## src/orm_defs.svh

```systemverilog
// Purpose: Constants for the over-range flag and aux clock output block
// Assumes: Included by the top, checker and bench modules of the block
// Notes:   Register indices, field positions and reset values
//
// Functional notes
// Channel A flag high while input exceeds threshold
// Each flag holds at least the minimum length
// Channel B flag only on dual/quad builds
// Channels C/D flags only on quad builds
// C pin carries clock when enabled, PLL on
// Straps zero or PLL off: C/D flags
// Config 1/2/3 gives divide 1/2/4 on C
// C clock from power-up by straps alone
// D carries undivided clock when any strap set
// D half/quarter rate only by register override
// D clock only while C outputs a clock
// Power-down stops reference and C/D clocks
// Reference output repeats the selected reference input
// PLL enable high turns PLL on, else bypass
// Flag drops after length elapsed since exceedance
`ifndef ORM_DEFS_SVH
`define ORM_DEFS_SVH

`define ORM_ADDR_THRESH   4'h0
`define ORM_ADDR_MINLEN   4'h1
`define ORM_ADDR_CLKCTL   4'h2
`define ORM_ADDR_STATUS   4'h3
`define ORM_ADDR_CLEAR    4'h4
`define ORM_ADDR_ENABLE   4'h5
`define ORM_ADDR_LIVE     4'h6

`define ORM_THRESH_RST    12'hE00
`define ORM_MINLEN_RST    8'h04
`define ORM_CLKCTL_RST    5'h00

`define ORM_CTL_OVR_BIT   0
`define ORM_CTL_C_LSB     1
`define ORM_CTL_D_LSB     3
`define ORM_SEL_W         2
`define ORM_CTL_W         5
`define ORM_LIVE_W        10

`define ORM_EVT_W         5
`define ORM_EVT_CSTOP     4

`endif

```

## src/orm_pkg.sv

```systemverilog
// Purpose: Types shared by the over-range flag and aux clock block
// Assumes: Nothing
// Notes:   Enum order matches the two-bit clock configuration code
`default_nettype none
package orm_pkg;
	typedef enum logic [1:0] {CS_OFF, CS_DIV1, CS_DIV2, CS_DIV4} orm_clksel_type;
	typedef enum logic [1:0] {ST_HOLD, ST_LATCH, ST_RUN} orm_state_type;
endpackage
`default_nettype wire

```

## src/orm_flag.sv

```systemverilog
// Purpose: One channel over-range detector with minimum pulse stretch
// Assumes: Magnitude input synchronous to clock
// Notes:   Flag stays high min_len + 1 cycles after last exceedance
`default_nettype none
module orm_flag #(
	parameter int DW = 12,
	parameter int LW = 8
) (
	input  wire logic          clock,
	input  wire logic          rst,
	input  wire logic [DW-1:0] mag,
	input  wire logic [DW-1:0] threshold,
	input  wire logic [LW-1:0] min_len,
	output var  logic          flag_q,
	output var  logic          rise_q
);
	logic [LW-1:0] cnt_q;
	logic          exceed;

	assign exceed = mag > threshold;

	////////////////////////////////////////////////////////////////
	always_ff @(posedge clock) begin
		if (rst) begin
			cnt_q <= '0;
		end else if (exceed) begin
			cnt_q <= min_len;
		end else if (cnt_q != '0) begin
			cnt_q <= cnt_q - 1'b1;
		end
	end

	always_ff @(posedge clock) begin
		if (rst) begin
			flag_q <= 1'b0;
			rise_q <= 1'b0;
		end else begin
			flag_q <= exceed || (cnt_q != '0);
			rise_q <= exceed && !flag_q;
		end
	end
endmodule // orm_flag
`default_nettype wire

```

## src/orm_clkdiv.sv

```systemverilog
// Purpose: Half and quarter rate copies of the sampled reference level
// Assumes: Reference toggles slower than half the clock rate
// Notes:   Held low while disabled so copies restart in phase
`default_nettype none
module orm_clkdiv (
	input  wire logic clock,
	input  wire logic rst,
	input  wire logic enable,
	input  wire logic ref_lvl,
	output var  logic div2_q,
	output var  logic div4_q
);
	logic prev_q;

	always_ff @(posedge clock) begin
		if (rst) begin
			prev_q <= 1'b0;
		end else begin
			prev_q <= ref_lvl;
		end
	end

	always_ff @(posedge clock) begin
		if (rst || !enable) begin
			div2_q <= 1'b0;
			div4_q <= 1'b0;
		end else if (ref_lvl && !prev_q) begin
			div2_q <= !div2_q;
			if (div2_q) begin
				div4_q <= !div4_q;
			end
		end
	end
endmodule // orm_clkdiv
`default_nettype wire

```

## src/orm_top.sv

```systemverilog
// Purpose: Over-range status outputs with aux clock muxing on C and D
// Assumes: All pins synchronous to clock; reference sampled as a level
// Notes:   Straps are caught on the first cycle after reset release
`include "orm_defs.svh"
`default_nettype none
module orm_top #(
	parameter int NUM_CH = 4,
	parameter int DW     = 12,
	parameter int LW     = 8
) (
	input  wire logic          clock,
	input  wire logic          rst,
	input  wire logic [3:0]    reg_addr,
	input  wire logic [15:0]   reg_wdata,
	input  wire logic          reg_write,
	input  wire logic          reg_read,
	output var  logic [15:0]   reg_rdata,
	input  wire logic [DW-1:0] chan_a_mag,
	input  wire logic [DW-1:0] chan_b_mag,
	input  wire logic [DW-1:0] chan_c_mag,
	input  wire logic [DW-1:0] chan_d_mag,
	input  wire logic          ref_clk_diff_in,
	input  wire logic          ref_clk_se_in,
	input  wire logic          ref_sel_se_pin,
	input  wire logic          pll_enable_pin,
	input  wire logic          power_down_pin,
	input  wire logic          aux_clock_strap_bit0,
	input  wire logic          aux_clock_strap_bit1,
	output var  logic          chan_a_overrange_out,
	output var  logic          chan_b_overrange_out,
	output var  logic          chan_c_overrange_or_clk_out,
	output var  logic          chan_d_overrange_or_clk_out,
	output var  logic          ref_clock_repeat_out,
	output var  logic          pll_active_out,
	output var  logic          pll_bypass_out,
	output var  logic          irq_out
);
	import orm_pkg::*;

	////////////////////////////////////////////////////////////////
	// Parameter checks
	generate
		if (NUM_CH != 1 && NUM_CH != 2 && NUM_CH != 4) begin : g_bad_ch
			$error("NUM_CH must be 1, 2 or 4");
		end
		if (DW < 1 || DW > 16 || LW < 1 || LW > 16) begin : g_bad_w
			$error("DW and LW must be 1 to 16");
		end
	endgenerate

	////////////////////////////////////////////////////////////////
	// Declarations
	logic [DW-1:0]             thresh_q;
	logic [LW-1:0]             minlen_q;
	logic [`ORM_CTL_W-1:0]     clkctl_q;
	logic [`ORM_EVT_W-1:0]     status_q;
	logic [`ORM_EVT_W-1:0]     enable_q;
	logic [`ORM_EVT_W-1:0]     clear;
	logic [`ORM_EVT_W-1:0]     events;
	logic [1:0]                strap_q;
	orm_state_type             state_q;
	orm_clksel_type            sel_c;
	orm_clksel_type            sel_d;
	logic                      override;
	logic                      clk_c_on;
	logic                      clk_d_on;
	logic                      clk_c_on_q;
	logic                      ref_lvl_q;
	logic                      div2;
	logic                      div4;
	logic                      clk_c_val;
	logic                      clk_d_val;
	logic [DW-1:0]             mag_arr [4];
	logic [3:0]                flag;
	logic [3:0]                rise;
	logic [15:0]               rdata_d;

	assign mag_arr[0] = chan_a_mag;
	assign mag_arr[1] = chan_b_mag;
	assign mag_arr[2] = chan_c_mag;
	assign mag_arr[3] = chan_d_mag;

	////////////////////////////////////////////////////////////////
	// Start-up sequence: straps sampled once, after reset is gone
	always_ff @(posedge clock) begin
		if (rst) begin
			state_q <= ST_HOLD;
		end else begin
			case (state_q)
				ST_HOLD:  state_q <= ST_LATCH;
				ST_LATCH: state_q <= ST_RUN;
				ST_RUN:   state_q <= ST_RUN;
				default:  state_q <= ST_HOLD;
			endcase
		end
	end

	always_ff @(posedge clock) begin
		if (rst) begin
			strap_q <= 2'h0;
		end else if (state_q == ST_HOLD) begin
			strap_q <= {aux_clock_strap_bit1, aux_clock_strap_bit0};
		end
	end

	////////////////////////////////////////////////////////////////
	// Per-channel over-range detectors; absent channels read low
	genvar i;
	generate
		for (i = 0; i < 4; i++) begin : g_ch
			if (i < NUM_CH) begin : g_on
				orm_flag #(
					.DW (DW),
					.LW (LW)
				) u_flag (
					.clock     (clock),
					.rst       (rst),
					.mag       (mag_arr[i]),
					.threshold (thresh_q),
					.min_len   (minlen_q),
					.flag_q    (flag[i]),
					.rise_q    (rise[i])
				);
			end else begin : g_off
				assign flag[i] = 1'b0;
				assign rise[i] = 1'b0;
			end
		end
	endgenerate

	////////////////////////////////////////////////////////////////
	// Reference repeat and dividers
	always_ff @(posedge clock) begin
		if (rst) begin
			ref_lvl_q <= 1'b0;
		end else begin
			ref_lvl_q <= ref_sel_se_pin ? ref_clk_se_in : ref_clk_diff_in;
		end
	end

	orm_clkdiv u_div (
		.clock   (clock),
		.rst     (rst),
		.enable  (clk_c_on),
		.ref_lvl (ref_lvl_q),
		.div2_q  (div2),
		.div4_q  (div4)
	);

	////////////////////////////////////////////////////////////////
	// Clock source selection
	// Override bit hands both pins to software; straps stay latched.
	always_comb begin
		override = clkctl_q[`ORM_CTL_OVR_BIT];
		if (override) begin
			sel_c = orm_clksel_type'(clkctl_q[`ORM_CTL_C_LSB +: `ORM_SEL_W]);
			sel_d = orm_clksel_type'(clkctl_q[`ORM_CTL_D_LSB +: `ORM_SEL_W]);
		end else if (state_q == ST_RUN) begin
			sel_c = orm_clksel_type'(strap_q);
			sel_d = (strap_q != 2'h0) ? CS_DIV1 : CS_OFF;
		end else begin
			sel_c = CS_OFF;
			sel_d = CS_OFF;
		end
	end

	assign clk_c_on = (sel_c != CS_OFF) && pll_enable_pin
		&& !power_down_pin;
	assign clk_d_on = clk_c_on && (sel_d != CS_OFF);

	always_comb begin
		case (sel_c)
			CS_DIV1: clk_c_val = ref_lvl_q;
			CS_DIV2: clk_c_val = div2;
			CS_DIV4: clk_c_val = div4;
			default: clk_c_val = 1'b0;
		endcase
	end

	always_comb begin
		case (sel_d)
			CS_DIV1: clk_d_val = ref_lvl_q;
			CS_DIV2: clk_d_val = div2;
			CS_DIV4: clk_d_val = div4;
			default: clk_d_val = 1'b0;
		endcase
	end

	////////////////////////////////////////////////////////////////
	// Output pins
	always_ff @(posedge clock) begin
		if (rst) begin
			chan_a_overrange_out        <= 1'b0;
			chan_b_overrange_out        <= 1'b0;
			chan_c_overrange_or_clk_out <= 1'b0;
			chan_d_overrange_or_clk_out <= 1'b0;
		end else begin
			chan_a_overrange_out <= flag[0];
			chan_b_overrange_out <= flag[1];
			chan_c_overrange_or_clk_out <= clk_c_on ? clk_c_val
				: flag[2];
			chan_d_overrange_or_clk_out <= clk_d_on ? clk_d_val
				: (clk_c_on ? 1'b0 : flag[3]);
		end
	end

	always_ff @(posedge clock) begin
		if (rst) begin
			ref_clock_repeat_out <= 1'b0;
		end else begin
			ref_clock_repeat_out <= ref_lvl_q && !power_down_pin;
		end
	end

	always_ff @(posedge clock) begin
		if (rst) begin
			pll_active_out <= 1'b0;
			pll_bypass_out <= 1'b1;
		end else begin
			pll_active_out <= pll_enable_pin;
			pll_bypass_out <= !pll_enable_pin;
		end
	end

	////////////////////////////////////////////////////////////////
	// Register writes
	always_ff @(posedge clock) begin
		if (rst) begin
			thresh_q <= DW'(`ORM_THRESH_RST);
			minlen_q <= LW'(`ORM_MINLEN_RST);
			clkctl_q <= `ORM_CLKCTL_RST;
			enable_q <= '0;
		end else if (reg_write) begin
			case (reg_addr)
				`ORM_ADDR_THRESH: thresh_q <= reg_wdata[DW-1:0];
				`ORM_ADDR_MINLEN: minlen_q <= reg_wdata[LW-1:0];
				`ORM_ADDR_CLKCTL: clkctl_q <= reg_wdata[`ORM_CTL_W-1:0];
				`ORM_ADDR_ENABLE: enable_q <= reg_wdata[`ORM_EVT_W-1:0];
				default: ;
			endcase
		end
	end

	////////////////////////////////////////////////////////////////
	// Interrupt status: a set in the clearing cycle is kept
	always_ff @(posedge clock) begin
		if (rst) begin
			clk_c_on_q <= 1'b0;
		end else begin
			clk_c_on_q <= clk_c_on;
		end
	end

	assign clear = (reg_write && reg_addr == `ORM_ADDR_CLEAR)
		? reg_wdata[`ORM_EVT_W-1:0] : '0;
	assign events = {clk_c_on_q && !clk_c_on, rise};

	always_ff @(posedge clock) begin
		if (rst) begin
			status_q <= '0;
		end else begin
			status_q <= (status_q & ~clear) | events;
		end
	end

	always_ff @(posedge clock) begin
		if (rst) begin
			irq_out <= 1'b0;
		end else begin
			irq_out <= |(((status_q & ~clear) | events) & enable_q);
		end
	end

	////////////////////////////////////////////////////////////////
	// Register reads; unmapped and write-only read as zero
	always_comb begin
		rdata_d = 16'h0000;
		case (reg_addr)
			`ORM_ADDR_THRESH: rdata_d[DW-1:0] = thresh_q;
			`ORM_ADDR_MINLEN: rdata_d[LW-1:0] = minlen_q;
			`ORM_ADDR_CLKCTL: rdata_d[`ORM_CTL_W-1:0] = clkctl_q;
			`ORM_ADDR_STATUS: rdata_d[`ORM_EVT_W-1:0] = status_q;
			`ORM_ADDR_ENABLE: rdata_d[`ORM_EVT_W-1:0] = enable_q;
			`ORM_ADDR_LIVE:   rdata_d[`ORM_LIVE_W-1:0] = {strap_q,
				pll_enable_pin,
				clk_d_on, clk_c_on, power_down_pin, flag};
			default:          rdata_d = 16'h0000;
		endcase
	end

	always_ff @(posedge clock) begin
		if (rst) begin
			reg_rdata <= 16'h0000;
		end else if (reg_read) begin
			reg_rdata <= rdata_d;
		end else begin
			reg_rdata <= 16'h0000;
		end
	end
endmodule // orm_top
`default_nettype wire

```

## config.mk

```make
export PLATFORM = sky130hd
export DESIGN_NAME = orm_top
export DESIGN_NICKNAME = d
export VERILOG_FILES = /design/src/orm_pkg.sv /design/src/orm_flag.sv /design/src/orm_clkdiv.sv /design/src/orm_top.sv
export VERILOG_INCLUDE_DIRS = /design/src
export SDC_FILE = /design/constraint.sdc
export NUM_CORES = 1
export LEC_CHECK = 0
export ABC_CLOCK_PERIOD_IN_PS = 2900
export BUFFER_PORTS_ARGS = -buffer_cell sky130_fd_sc_hd__buf_4
export CORE_ASPECT_RATIO = 1.25
export CORE_MARGIN = 4
export CORE_UTILIZATION = 40
export DETAILED_ROUTE_END_ITERATION = 10
export SLEW_MARGIN = 20
export SYNTH_ARGS = -nofsm -noshare
export SYNTH_HDL_FRONTEND = slang
export SYNTH_SLANG_ARGS = --single-unit
export TNS_END_PERCENT = 10
```

## constraint.sdc

```tcl
create_clock -name clock -period 2.9 [get_ports clock]
set_clock_uncertainty 0.1 [all_clocks]
set_input_delay 0.145 -clock clock [delete_from_list [all_inputs] [get_ports clock]]
set_output_delay 0.145 -clock clock [all_outputs]
set_load 0.01 [all_outputs]
```

**After elaboration in Yosys (flattened, before gate mapping)**

Index checks and enable logic that the tools add are counted.

- Output and inout bits: 24
- Bits in latches: 0
- Register bits after elaboration: 108
- Bits in writable memories: 0
- ROM bits: 0
- Word-level logic and storage cells: 135
- Memories kept: 0

- Add/subtract/negate cells: 4
- Multiplexer cells: 24
- Equal/unequal tests: 14
- Div/mod/pow operators: 0
- Shifts and indexed selects: 0
- Magnitude comparators: 4
- Multiply operators: 0
- Reduce and logical (&&, ||, !) cells: 48
- Bitwise operators: 6

Operators with widths:

| cell | count |
|---|---|
| 2-to-1 mux 8 bit | 8 |
| greater-than comparator 12 bit | 4 |
| nonzero test 8 bit | 4 |
| subtractor 8 x 1 -> 8 bit, second input constant | 4 |
| one-hot mux 5 bit (6 select lines) | 1 |
| nonzero test 2 bit | 7 |
| == test 4 x 3 -> 1 bit, second input constant | 3 |
| logical AND 1 bit | 11 |
| AND 5 bit | 2 |
| == test 2 bit, second input constant | 5 |
| zero test 1 bit | 10 |
| AND reduction 2 bit | 5 |
| one-hot mux 3 bit (3 select lines) | 1 |
| == test 4 x 2 -> 1 bit, second input constant | 2 |
| one-hot mux 2 bit (2 select lines) | 2 |
| == test 2 x 1 -> 1 bit, second input constant | 3 |
| 2-to-1 mux 1 bit | 6 |
| 2-to-1 mux 2 bit | 3 |
| one-hot mux 1 bit (3 select lines) | 2 |
| logical OR 1 bit | 5 |
| 2-to-1 mux 5 bit | 1 |
| inverter 5 bit | 1 |
| OR 5 bit | 1 |
| OR reduction 5 bit | 1 |
| other kinds (6) | 8 |

**Longest topological paths before layout**

Gate-level depths: netlist of the first run.

- Depth in word-level cells: 11
- Depth in mapped cells: 9
- Gate-level depth less buffers: 7

**Cells and area by module**

Synthesis of the first run repeated with hierarchy kept, for this count alone.

- Cell total of the unflattened synthesis: 803
- Area, all modules: 6,725.2 µm²

By module, submodules not included:

| module | seq. area each (µm²) | area each (µm²) | cells an instance | instances |
|---|---|---|---|---|
| orm_flag (g_ch[0].g_on.u_flag ...) | 200.2 | 969.7 | 123 | 3 |
| orm_top | 1,221.2 | 2,721.4 | 300 | 1 |
| orm_flag (g_ch[1].g_on.u_flag) | 200.2 | 980.9 | 123 | 1 |
| orm_clkdiv | 60.1 | 113.9 | 11 | 1 |

**Worst setup path before layout of the first run**

No wires, ideal clock.

- Kind: register -> register
- From: reg thresh_q[10]
- To: reg g_ch[0].g_on.u_flag.cnt_q[3]
- Clock period less this slack: 2.076 ns
- Arrival: 1.904 ns
- Library setup time: 0.072 ns
- Setup slack: 0.824 ns
- Stages on the path, launching flop included: 8
- Cell sequence: dfxtp_1 -> inv_1 -> ha_1 -> a21oi_1 -> a21boi_0 -> or2_2 -> o31ai_2 -> mux2i_1

- Word-level cells in the longest chain between the ends: 2

RTL lines:

| what | RTL line | source |
|---|---|---|
| from (decl) | orm_top.sv:53 | `logic [DW-1:0] thresh_q;` |
| from (signal assigned) | orm_top.sv:229 | `` thresh_q <= DW'(`ORM_THRESH_RST); `` |
| from (signal assigned) | orm_top.sv:235 | `` `ORM_ADDR_THRESH: thresh_q <= reg_wdata[DW-1:0]; `` |
| greater-than comparator 12 bit * | orm_flag.sv:20 | `assign exceed = mag > threshold;` |
| 2-to-1 mux 8 bit / nonzero test 2 bit (equally long branches) | - |  |
| to (signal assigned) | orm_flag.sv:27 | `cnt_q <= min_len;` |
| to (signal assigned) | orm_flag.sv:29 | `cnt_q <= cnt_q - 1'b1;` |
| to (decl) | orm_flag.sv:17 | `logic [LW-1:0] cnt_q;` |

Mark *: on every way between the ends. The rest lies on a longest branch, timed or not.
A chain may end at the register's enable or synchronous reset.

**Final worst setup path of the first run**

- From: reg thresh_q[10]
- To: reg g_ch[0].g_on.u_flag.cnt_q[1]

Same word-level chain as after synthesis.

==> impl_results.md, run 1 <==
- Status: completed
- Number of warnings printed during yosys synthesis: 0
- Share of layout cells above drive strength 1: 16.73%
- H-Tree Depth: 3
- Gate count after technology mapping: 725
- Cell area after technology mapping: 0.005993 mm2
- Initial core utilization: 41.25%
- First-pass iteration count of the detailed router: 5
- Routability-driven placement congestion ratio: 0.9104
- First-pass GRT wire length: 29190 um
- Worst max-slew margin expressed relative to the limit: 50.37%
- Post-DR vias/cell: 5.780
- Post-synth top flop: sky130_fd_sc_hd__dfxtp_1
- Total Negative Setup Slacks: 0 ns
- Number of nets still failing antenna checks after routing: 0
- Vias: 5832
- Vias in the first global route: 5660
- Transition at the pin with the smallest max-transition slack: 0.7387 ns
- Count of pins over their slew limit: 0
- Clock-pin slew of the registers on the worst-case setup and hold paths: 0.07 ns
- Total number of clock tree sinks: 104
- Final hold violations: 0
- Final Net Count: 960
- Unique masters post-synth: 69
- Endpoint type of the worst setup path: register
- Max rail drop VDD: 0.0003305 V
- Largest fanout on the critical path: 6
- CP Launch Type: register
- Area added between synthesis and finish: 22.21%
- Die height: 144.9 um
- Number of core rows: 49
- Pin count of the biggest net entering global routing: 44
- Period minus WS final: 2.446 ns
- Area inside the core boundary: 0.01453 mm2
- Proportion of synthesized chip area in sequential cells: 34.74%
- Die area: 0.01702 mm2
- Setup repair after global routing missed its margin: no
- Data required time at the worst endpoint: 2.98 ns
- Main combinational cell family by area after synthesis: simple AND/OR/NAND/NOR gates
- HPWL after DPL: 14210 um
- Fraction of the mapped netlist area in simple logic gates: 22.44%
- Multiplexer area fraction after synthesis: 3.716%
- Number of antenna repair diodes: 0
- Die boundary width: 117.5 um
- Max-cap viol count: 0
- Achievable frequency: 408.9 MHz
- Async set or reset register ratio after synthesis: 0%
- Boundary pin count: 103
- Inserted Clock Buffers: 9
- Overflow after GRT: 0
- Start-to-end type of the worst setup path: reg2reg
- Leakage: 2.960 nW
- Synth Area in XOR/XNOR: 2.338%
- DRT iter0 DRCs: 396
- Power density of the placed cells: 669.6 mW/mm2
- Placed cells: 976
- Source-to-sink clock delay at the later pin of the worst-skew pair: 0.35 ns
- Synthesized-area fraction occupied by ao, oa, aoi and oai cells: 20.54%
- EDFF count, synth: 0
- Avg Synthesized Cell Area: 8.267 um2
- Bufs on Longest Clock Path: 2
- Seq cells post-synth: 104
- Number of antenna violations at the first check in global routing: 0
- Number of design rule violations left after detail routing: 0
- Crit share post-route: 84.34%
- Post-Synth Adder-Cell Area: 11.48%
- Average detailed-routed wire length per instance: 18.20 um
- TritonCTS clock tree: built
- Post-route insts no fill: 1009
- CP Data Arrival Time: 2.53 ns
- Util after Layout: 50.41%
- All-layer global routing usage: 21.65%
- Total length of routed wires: 18370 um
- Worst min path class: in2reg
- Number of gates resized after cts: 0
- Number of input and output port buffers inserted: 94
- Final setup fails: 0
- Root Driver: sky130_fd_sc_hd__clkbuf_16
==> registers in the layout (all words and copies together), names as in the netlist, 2 cells and up <==
name / flops
thresh_q: 12
g_ch.g_on.u_flag.rise_q: 4
strap_q: 2
g_ch.g_on.u_flag.cnt_q: 32
state_q: 2
minlen_q: 8
status_q: 5
reg_rdata: 12
clkctl_q: 5
g_ch.g_on.u_flag.flag_q: 4
enable_q: 5
==> power by group <==
group	internal, mW	switching [mW]
logic	0.858	0.923
clock network	0.657	0.533
registers	1.67	0.262
==> Yosys cell counts (all sizes together), types with 2 or more instances <==
| library cell | count | area [um2] |
|---|---|---|
| and2 | 2 | 12.52 |
| nor2 | 39 | 146.4 |
| nor4b | 2 | 17.52 |
| nand2b | 9 | 63.81 |
| a211oi | 15 | 117.6 |
| o32ai | 3 | 26.28 |
| a21o | 3 | 22.52 |
| nand2 | 108 | 405.4 |
| ha | 55 | 688.2 |
| o21ai | 23 | 115.1 |
| and3 | 4 | 25.02 |
| o22ai | 4 | 25.02 |
| a41oi | 2 | 17.52 |
| or3 | 4 | 26.28 |
| nor2b | 16 | 100.1 |
| nor3b | 3 | 22.52 |
| a222oi | 4 | 40.04 |
| nand4 | 15 | 93.84 |
| a32oi | 2 | 17.52 |
| xor2 | 4 | 35.03 |
| a31oi | 4 | 25.02 |
| clkbuf | 19 | 72.56 |
| nand3 | 22 | 110.1 |
| nand3b | 2 | 15.01 |
| inv | 34 | 127.6 |
| xnor2 | 12 | 105.1 |
| dfxtp | 104 | 2082 |
| nor4 | 7 | 65.06 |
| a21oi | 71 | 355.3 |
| mux2 | 2 | 22.52 |
| o32a | 2 | 20.02 |
| a22oi | 4 | 30.03 |
| a311oi | 14 | 122.6 |
| a31o | 5 | 43.79 |
| mux2i | 20 | 200.2 |
| a211o | 7 | 61.31 |
| nor3 | 29 | 160.2 |
| o31ai | 3 | 27.52 |
| a22o | 4 | 35.03 |
| o211ai | 7 | 52.55 |
| buf | 15 | 76.33 |
| or2 | 3 | 18.77 |
| or4 | 5 | 45.04 |
==> repair_timing <==
item / 4_1_cts / 5_1_grt
hold endpoints to repair: 27 / 0
hold buffers: 17 / 0
setup buffers: 0 / 0
==> metal layers <==
layer	track usage, %	part of all wire, %	vias to the layer above
li1	-	-	2844
met1	24.69	40	2740
met2	40.10	51	216
met3	4.743	6.3	32
met4	7.963	2.8	0
met5	0	0	-
==> stage by stage <==
stage / setup WS [ns] / hold WS (ns) / area, um2 / total power, mW
finish: 0.4542 / 0.01481 / 7325 / 4.905
global route: 0.2759 / 0.01347 / 7325 / 5.252
CTS: 0.5126 / 0.003568 / 7325 / 4.936
detailed placement: 0.5064 / 0.2492 / 6859 / 3.713
global placement: 0.6098 / 0.2496 / 6859 / 3.656
floorplan: 0.8243 / 0.1243 / 6005 / 3.247
==> cells by family (layout without fill, tap and decap cells) <==
logic type,after synthesis,after routing
buffers and inverters,69,172
DFF,104,104
adders and majority gates,55,55
muxes,22,22
AOI/OAI and AO/OA,186,186
xor gates and xnor gates,16,16
and+or+nand+nor,272,272
other,1,4
==> worst paths after layout <==
path,to,startpoint,slack [ns],cells after the start
setup / recovery,g_ch[0].g_on.u_flag.cnt_q[1]$_SDFFE_PP0P_,thresh_q[10]$_SDFFE_PP1P_,0.45,7
hold / removal,thresh_q[1]$_SDFFE_PP0P_,reg_wdata[1],0.01,3
setup reg to reg,g_ch[0].g_on.u_flag.cnt_q[1]$_SDFFE_PP0P_,thresh_q[10]$_SDFFE_PP1P_,0.45,7
hold reg to reg,thresh_q[7]$_SDFFE_PP0P_,thresh_q[7]$_SDFFE_PP0P_,0.35,2
==> cell type report <==
cell class | count | area [um2]
fill | 1376 | 7206
multi-input combinational | 555 | 3642
sequential | 104 | 2082
timing repair buffer | 121 | 950.9
clock buffer | 13 | 270.3
tap | 178 | 222.7
inverter | 35 | 131.4
clock inverter | 3 | 25.02
==> placed cells by master, fill, tap and decap left out, types with 15 or more instances in the layout <==
| master | n |
|---|---|
| sky130_fd_sc_hd__dlygate4sd3_1 | 17 |
| sky130_fd_sc_hd__ha_1 | 55 |
| sky130_fd_sc_hd__mux2i_1 | 20 |
| sky130_fd_sc_hd__nor2b_1 | 16 |
| sky130_fd_sc_hd__nand2_1 | 108 |
| sky130_fd_sc_hd__nor2_1 | 39 |
| sky130_fd_sc_hd__inv_1 | 34 |
| sky130_fd_sc_hd__nand3_1 | 22 |
| sky130_fd_sc_hd__buf_4 | 104 |
| sky130_fd_sc_hd__dfxtp_1 | 104 |
| sky130_fd_sc_hd__o21ai_0 | 23 |
| sky130_fd_sc_hd__a21oi_1 | 71 |
| sky130_fd_sc_hd__nor3_1 | 26 |
| sky130_fd_sc_hd__nand4_1 | 15 |
==> critical path, stage by stage, from the launching register on <==
cell	delay (ns)
sky130_fd_sc_hd__dfxtp_1	0.33
sky130_fd_sc_hd__inv_1	0.14
sky130_fd_sc_hd__ha_1	0.37
sky130_fd_sc_hd__nand4_1	0.19
sky130_fd_sc_hd__nor3_1	0.65
sky130_fd_sc_hd__nor2_1	0.14
sky130_fd_sc_hd__a21oi_1	0.20
sky130_fd_sc_hd__o311ai_0	0.16
(Power assumes the default switching activity.)
==> run 2: changes to the inputs <==
Settings changed: ABC_CLOCK_PERIOD_IN_PS 2900 to 2280.
Clock period 2.9 ns to 2.28 ns, I/O delays scaled along.
==> impl_results.md, run 2 (synthesized netlist as in run 1, its figures left out) <==
- Status: completed (unchanged)
- Number of input and output port buffers inserted: 94 (unchanged)
- Post-route insts no fill: 1028 (was 1009)
- Number of design rule violations left after detail routing: 0 (unchanged)
- Worst Hold End: clkctl_q[0]$_SDFFE_PP0P_ (was thresh_q[1]$_SDFFE_PP0P_)
- Registers with the highest flip-flop counts: g_ch.g_on.u_flag.cnt_q x32, reg_rdata x12, thresh_q x12 (unchanged)
- Transition at the pin with the smallest max-transition slack: 0.6053 ns (was 0.7387 ns)
- First-pass GRT wire length: 29310 um (was 29190 um)
- Highest-count cells in the layout ignoring fill and taps: sky130_fd_sc_hd__buf_4, sky130_fd_sc_hd__nand2_1, sky130_fd_sc_hd__dfxtp_1 (was sky130_fd_sc_hd__nand2_1, sky130_fd_sc_hd__dfxtp_1, sky130_fd_sc_hd__buf_4)
- Vias: 5871 (was 5832)
- Power density of the placed cells: 830.9 mW/mm2 (was 669.6 mW/mm2)
- Max reg flops: 32 (unchanged)
- Initial core utilization: 41.25% (unchanged)
- Flop pwr share: 39.1% (was 39.4%)
- Util after Layout: 51.96% (was 50.41%)
- Met1 routing resource usage after global routing: 25.64% (was 24.69%)
- Number of antenna repair diodes: 0 (unchanged)
- Vias in the first global route: 5704 (was 5660)
- Largest fanout on the critical path: 5 (was 6)
- Met3 GRT Util: 3.072% (was 4.743%)
- Max-cap viol count: 0 (unchanged)
- Fin Hold WS: 0.01980 ns (was 0.01481 ns)
- Die boundary width: 117.5 um (unchanged)
- Register name with the most flops: g_ch.g_on.u_flag.cnt_q (unchanged)
- Number of fill cells in the layout: 1399 (was 1376)
- TritonCTS clock tree: built (unchanged)
- Most common cell after layout, fill and taps aside: sky130_fd_sc_hd__buf_4 (was sky130_fd_sc_hd__nand2_1)
- Average detailed-routed wire length per instance: 18.01 um (was 18.20 um)
- Switching power share of the total: 34.97% (was 35.04%)
- Crit share post-route: 96.97% (was 84.34%)
- Setup repair after global routing missed its margin: yes (was no)
- Net Sw Power: 2.194 mW (was 1.718 mW)
- Area of all placed cells without fillers: 0.007550 mm2 (was 0.007325 mm2)
- Period minus WS final: 2.211 ns (was 2.446 ns)
- Routability-driven placement congestion ratio: 0.9338 (was 0.9104)
- Worst max-slew margin expressed relative to the limit: 59.28% (was 50.37%)
- Overflow after GRT: 0 (unchanged)
- Number of nets still failing antenna checks after routing: 0 (unchanged)
- Most used routing layer in global routing: met2 (unchanged)
- Source-to-sink clock delay at the later pin of the worst-skew pair: 0.35 ns (about the same)
- Area added between synthesis and finish: 25.97% (was 22.21%)
- Cell depth of the worst min-delay path: 3 (unchanged)
- Boundary pin count: 103 (unchanged)
- Count of pins over their slew limit: 0 (unchanged)
- DRT iter0 DRCs: 300 (was 396)
- Bufs on Longest Clock Path: 2 (unchanged)
- H-Tree Depth: 3 (unchanged)
- Flip-flop and latch area: 0.002083 mm2 (was 0.002082 mm2)
- Placed cells: 991 (was 976)
- Proportion of power drawn by the clock network: 23.8% (was 24.3%)
- Die height: 144.9 um (unchanged)
- Leakage: 3.066 nW (was 2.960 nW)
- Clock-pin slew of the registers on the worst-case setup and hold paths: 0.07 ns (about the same)
- Root Driver: sky130_fd_sc_hd__clkbuf_16 (unchanged)
- Met2 global-route usage: 40.65% (was 40.10%)
- Relative contribution of combinational cells to total power: 37.1% (was 36.3%)
- CP Launch Type: register (unchanged)
- Final Net Count: 979 (was 960)
- Design Power: 6.273 mW (was 4.905 mW)
- Post-DR vias/cell: 5.711 (was 5.780)
- FF-to-FF Start: thresh_q[5]$_SDFFE_PP0P_ (was thresh_q[10]$_SDFFE_PP1P_)
- Data required time at the worst endpoint: 2.40 ns (was 2.98 ns)
- Area of the multi-input gates: 0.003717 mm2 (was 0.003642 mm2)
- Start-to-end type of the worst setup path: reg2reg (unchanged)
- All-layer global routing usage: 21.77% (was 21.65%)
- Achievable frequency: 452.3 MHz (was 408.9 MHz)
- Beginning of the worst hold path: reg_write (was reg_wdata[1])
- Max rail drop VDD: 0.0005009 V (was 0.0003305 V)
- Total number of clock tree sinks: 104 (unchanged)
- Number of antenna violations at the first check in global routing: 0 (unchanged)
- Share of layout cells above drive strength 1: 20.47% (was 16.73%)
- Final setup fails: 0 (unchanged)
- Worst min path class: in2reg (unchanged)
- P_int: 4.079 mW (was 3.186 mW)
- HPWL after DPL: 14270 um (was 14210 um)
- Area after detailed placement: 0.006972 mm2 (was 0.006859 mm2)
- CP Data Arrival Time: 2.34 ns (was 2.53 ns)
- Area inside the core boundary: 0.01453 mm2 (unchanged)
- Die area: 0.01702 mm2 (unchanged)
- Total length of routed wires: 18510 um (was 18370 um)
- Endpoint type of the worst setup path: register (unchanged)
- Number of core rows: 49 (unchanged)
- Pin count of the biggest net entering global routing: 35 (was 44)
- First-pass iteration count of the detailed router: 6 (was 5)
- Inserted Clock Buffers: 9 (unchanged)
- Setup slack on the worst flop-to-flop path: 0.07 ns (was 0.45 ns)
- Endpoint of the lowest-slack register-to-register path: g_ch[0].g_on.u_flag.cnt_q[7]$_SDFFE_PP0P_ (was g_ch[0].g_on.u_flag.cnt_q[1]$_SDFFE_PP0P_)
- R2r worst-path depth: 7 (unchanged)
- Final hold violations: 0 (unchanged)
-- run 2: worst max path at each step --
stage / cells after the start / startpoint / slack, ns / endpoint
finish: 7 / thresh_q[5]$_SDFFE_PP0P_ / 0.07 / g_ch[0].g_on.u_flag.cnt_q[7]$_SDFFE_PP0P_
global route: 8 / thresh_q[6]$_SDFFE_PP0P_ / -0.03 / g_ch[0].g_on.u_flag.cnt_q[7]$_SDFFE_PP0P_
CTS: 9 / thresh_q[1]$_SDFFE_PP0P_ / 0.002 / g_ch[0].g_on.u_flag.cnt_q[7]$_SDFFE_PP0P_
detailed placement: 7 / thresh_q[7]$_SDFFE_PP0P_ / 0.01 / g_ch[0].g_on.u_flag.cnt_q[1]$_SDFFE_PP0P_
global placement: 6 / thresh_q[10]$_SDFFE_PP1P_ / 0.08 / g_ch[3].g_on.u_flag.cnt_q[1]$_SDFFE_PP0P_
floorplan: 7 / thresh_q[10]$_SDFFE_PP1P_ / 0.20 / g_ch[0].g_on.u_flag.cnt_q[3]$_SDFFE_PP0P_
-- run 2: final cells by class --
class | instances | share of cell area (%)
clock buffer | 12 | 3.397
clock inverter | 4 | 0.3646
inverter | 35 | 1.740
multi-input combinational | 555 | 49.24
sequential | 104 | 27.59
tap | 178 | 2.950
timing repair buffer | 140 | 14.72
-- run 2: metrics by stage --
stage | TNS (ns) | worst slack [ns]
6_report | 0 | 0.06919
3_3_place_gp | 0 | 0.08474
3_5_place_dp | 0 | 0.01133
2_1_floorplan | 0 | 0.2043
5_1_grt | -0.07353 | -0.02976
4_1_cts | 0 | 0.002490
-- run 2: power groups by stage --
stage	Clock (mW)	Combinational, mW	Sequential (mW)
after global routing	1.60	2.60	2.50
after detailed placement	0	2.25	2.49
after global placement	0	2.18	2.48
after CTS	1.52	2.30	2.45
after floorplan	0	1.73	2.40
final	1.49	2.33	2.45
-- run 2: timing repair --
action / CTS / global route
resized for setup: 0 / 19
setup buffers: 0 / 2
endpoints found under the hold margin: 41 / 0
hold buffers: 19 / 0
setup endpoints to repair: 0 / 31
-- run 2: critical path: stages (launching register included) --
cell and delay (ns):
sky130_fd_sc_hd__dfxtp_1 0.34, sky130_fd_sc_hd__inv_1 0.11, sky130_fd_sc_hd__ha_1 0.31, sky130_fd_sc_hd__nand4_1 0.24
sky130_fd_sc_hd__buf_4 0.23, sky130_fd_sc_hd__a211o_1 0.31, sky130_fd_sc_hd__a311oi_1 0.35, sky130_fd_sc_hd__a211oi_1 0.10
-- run 2: layer usage --
metal | routed length [um] | vias to the layer above
li1 | - | 2875
met1 | 7729 | 2786
met2 | 9432 | 186
met3 | 883 | 24
met4 | 469 | 0
met5 | 0 | -
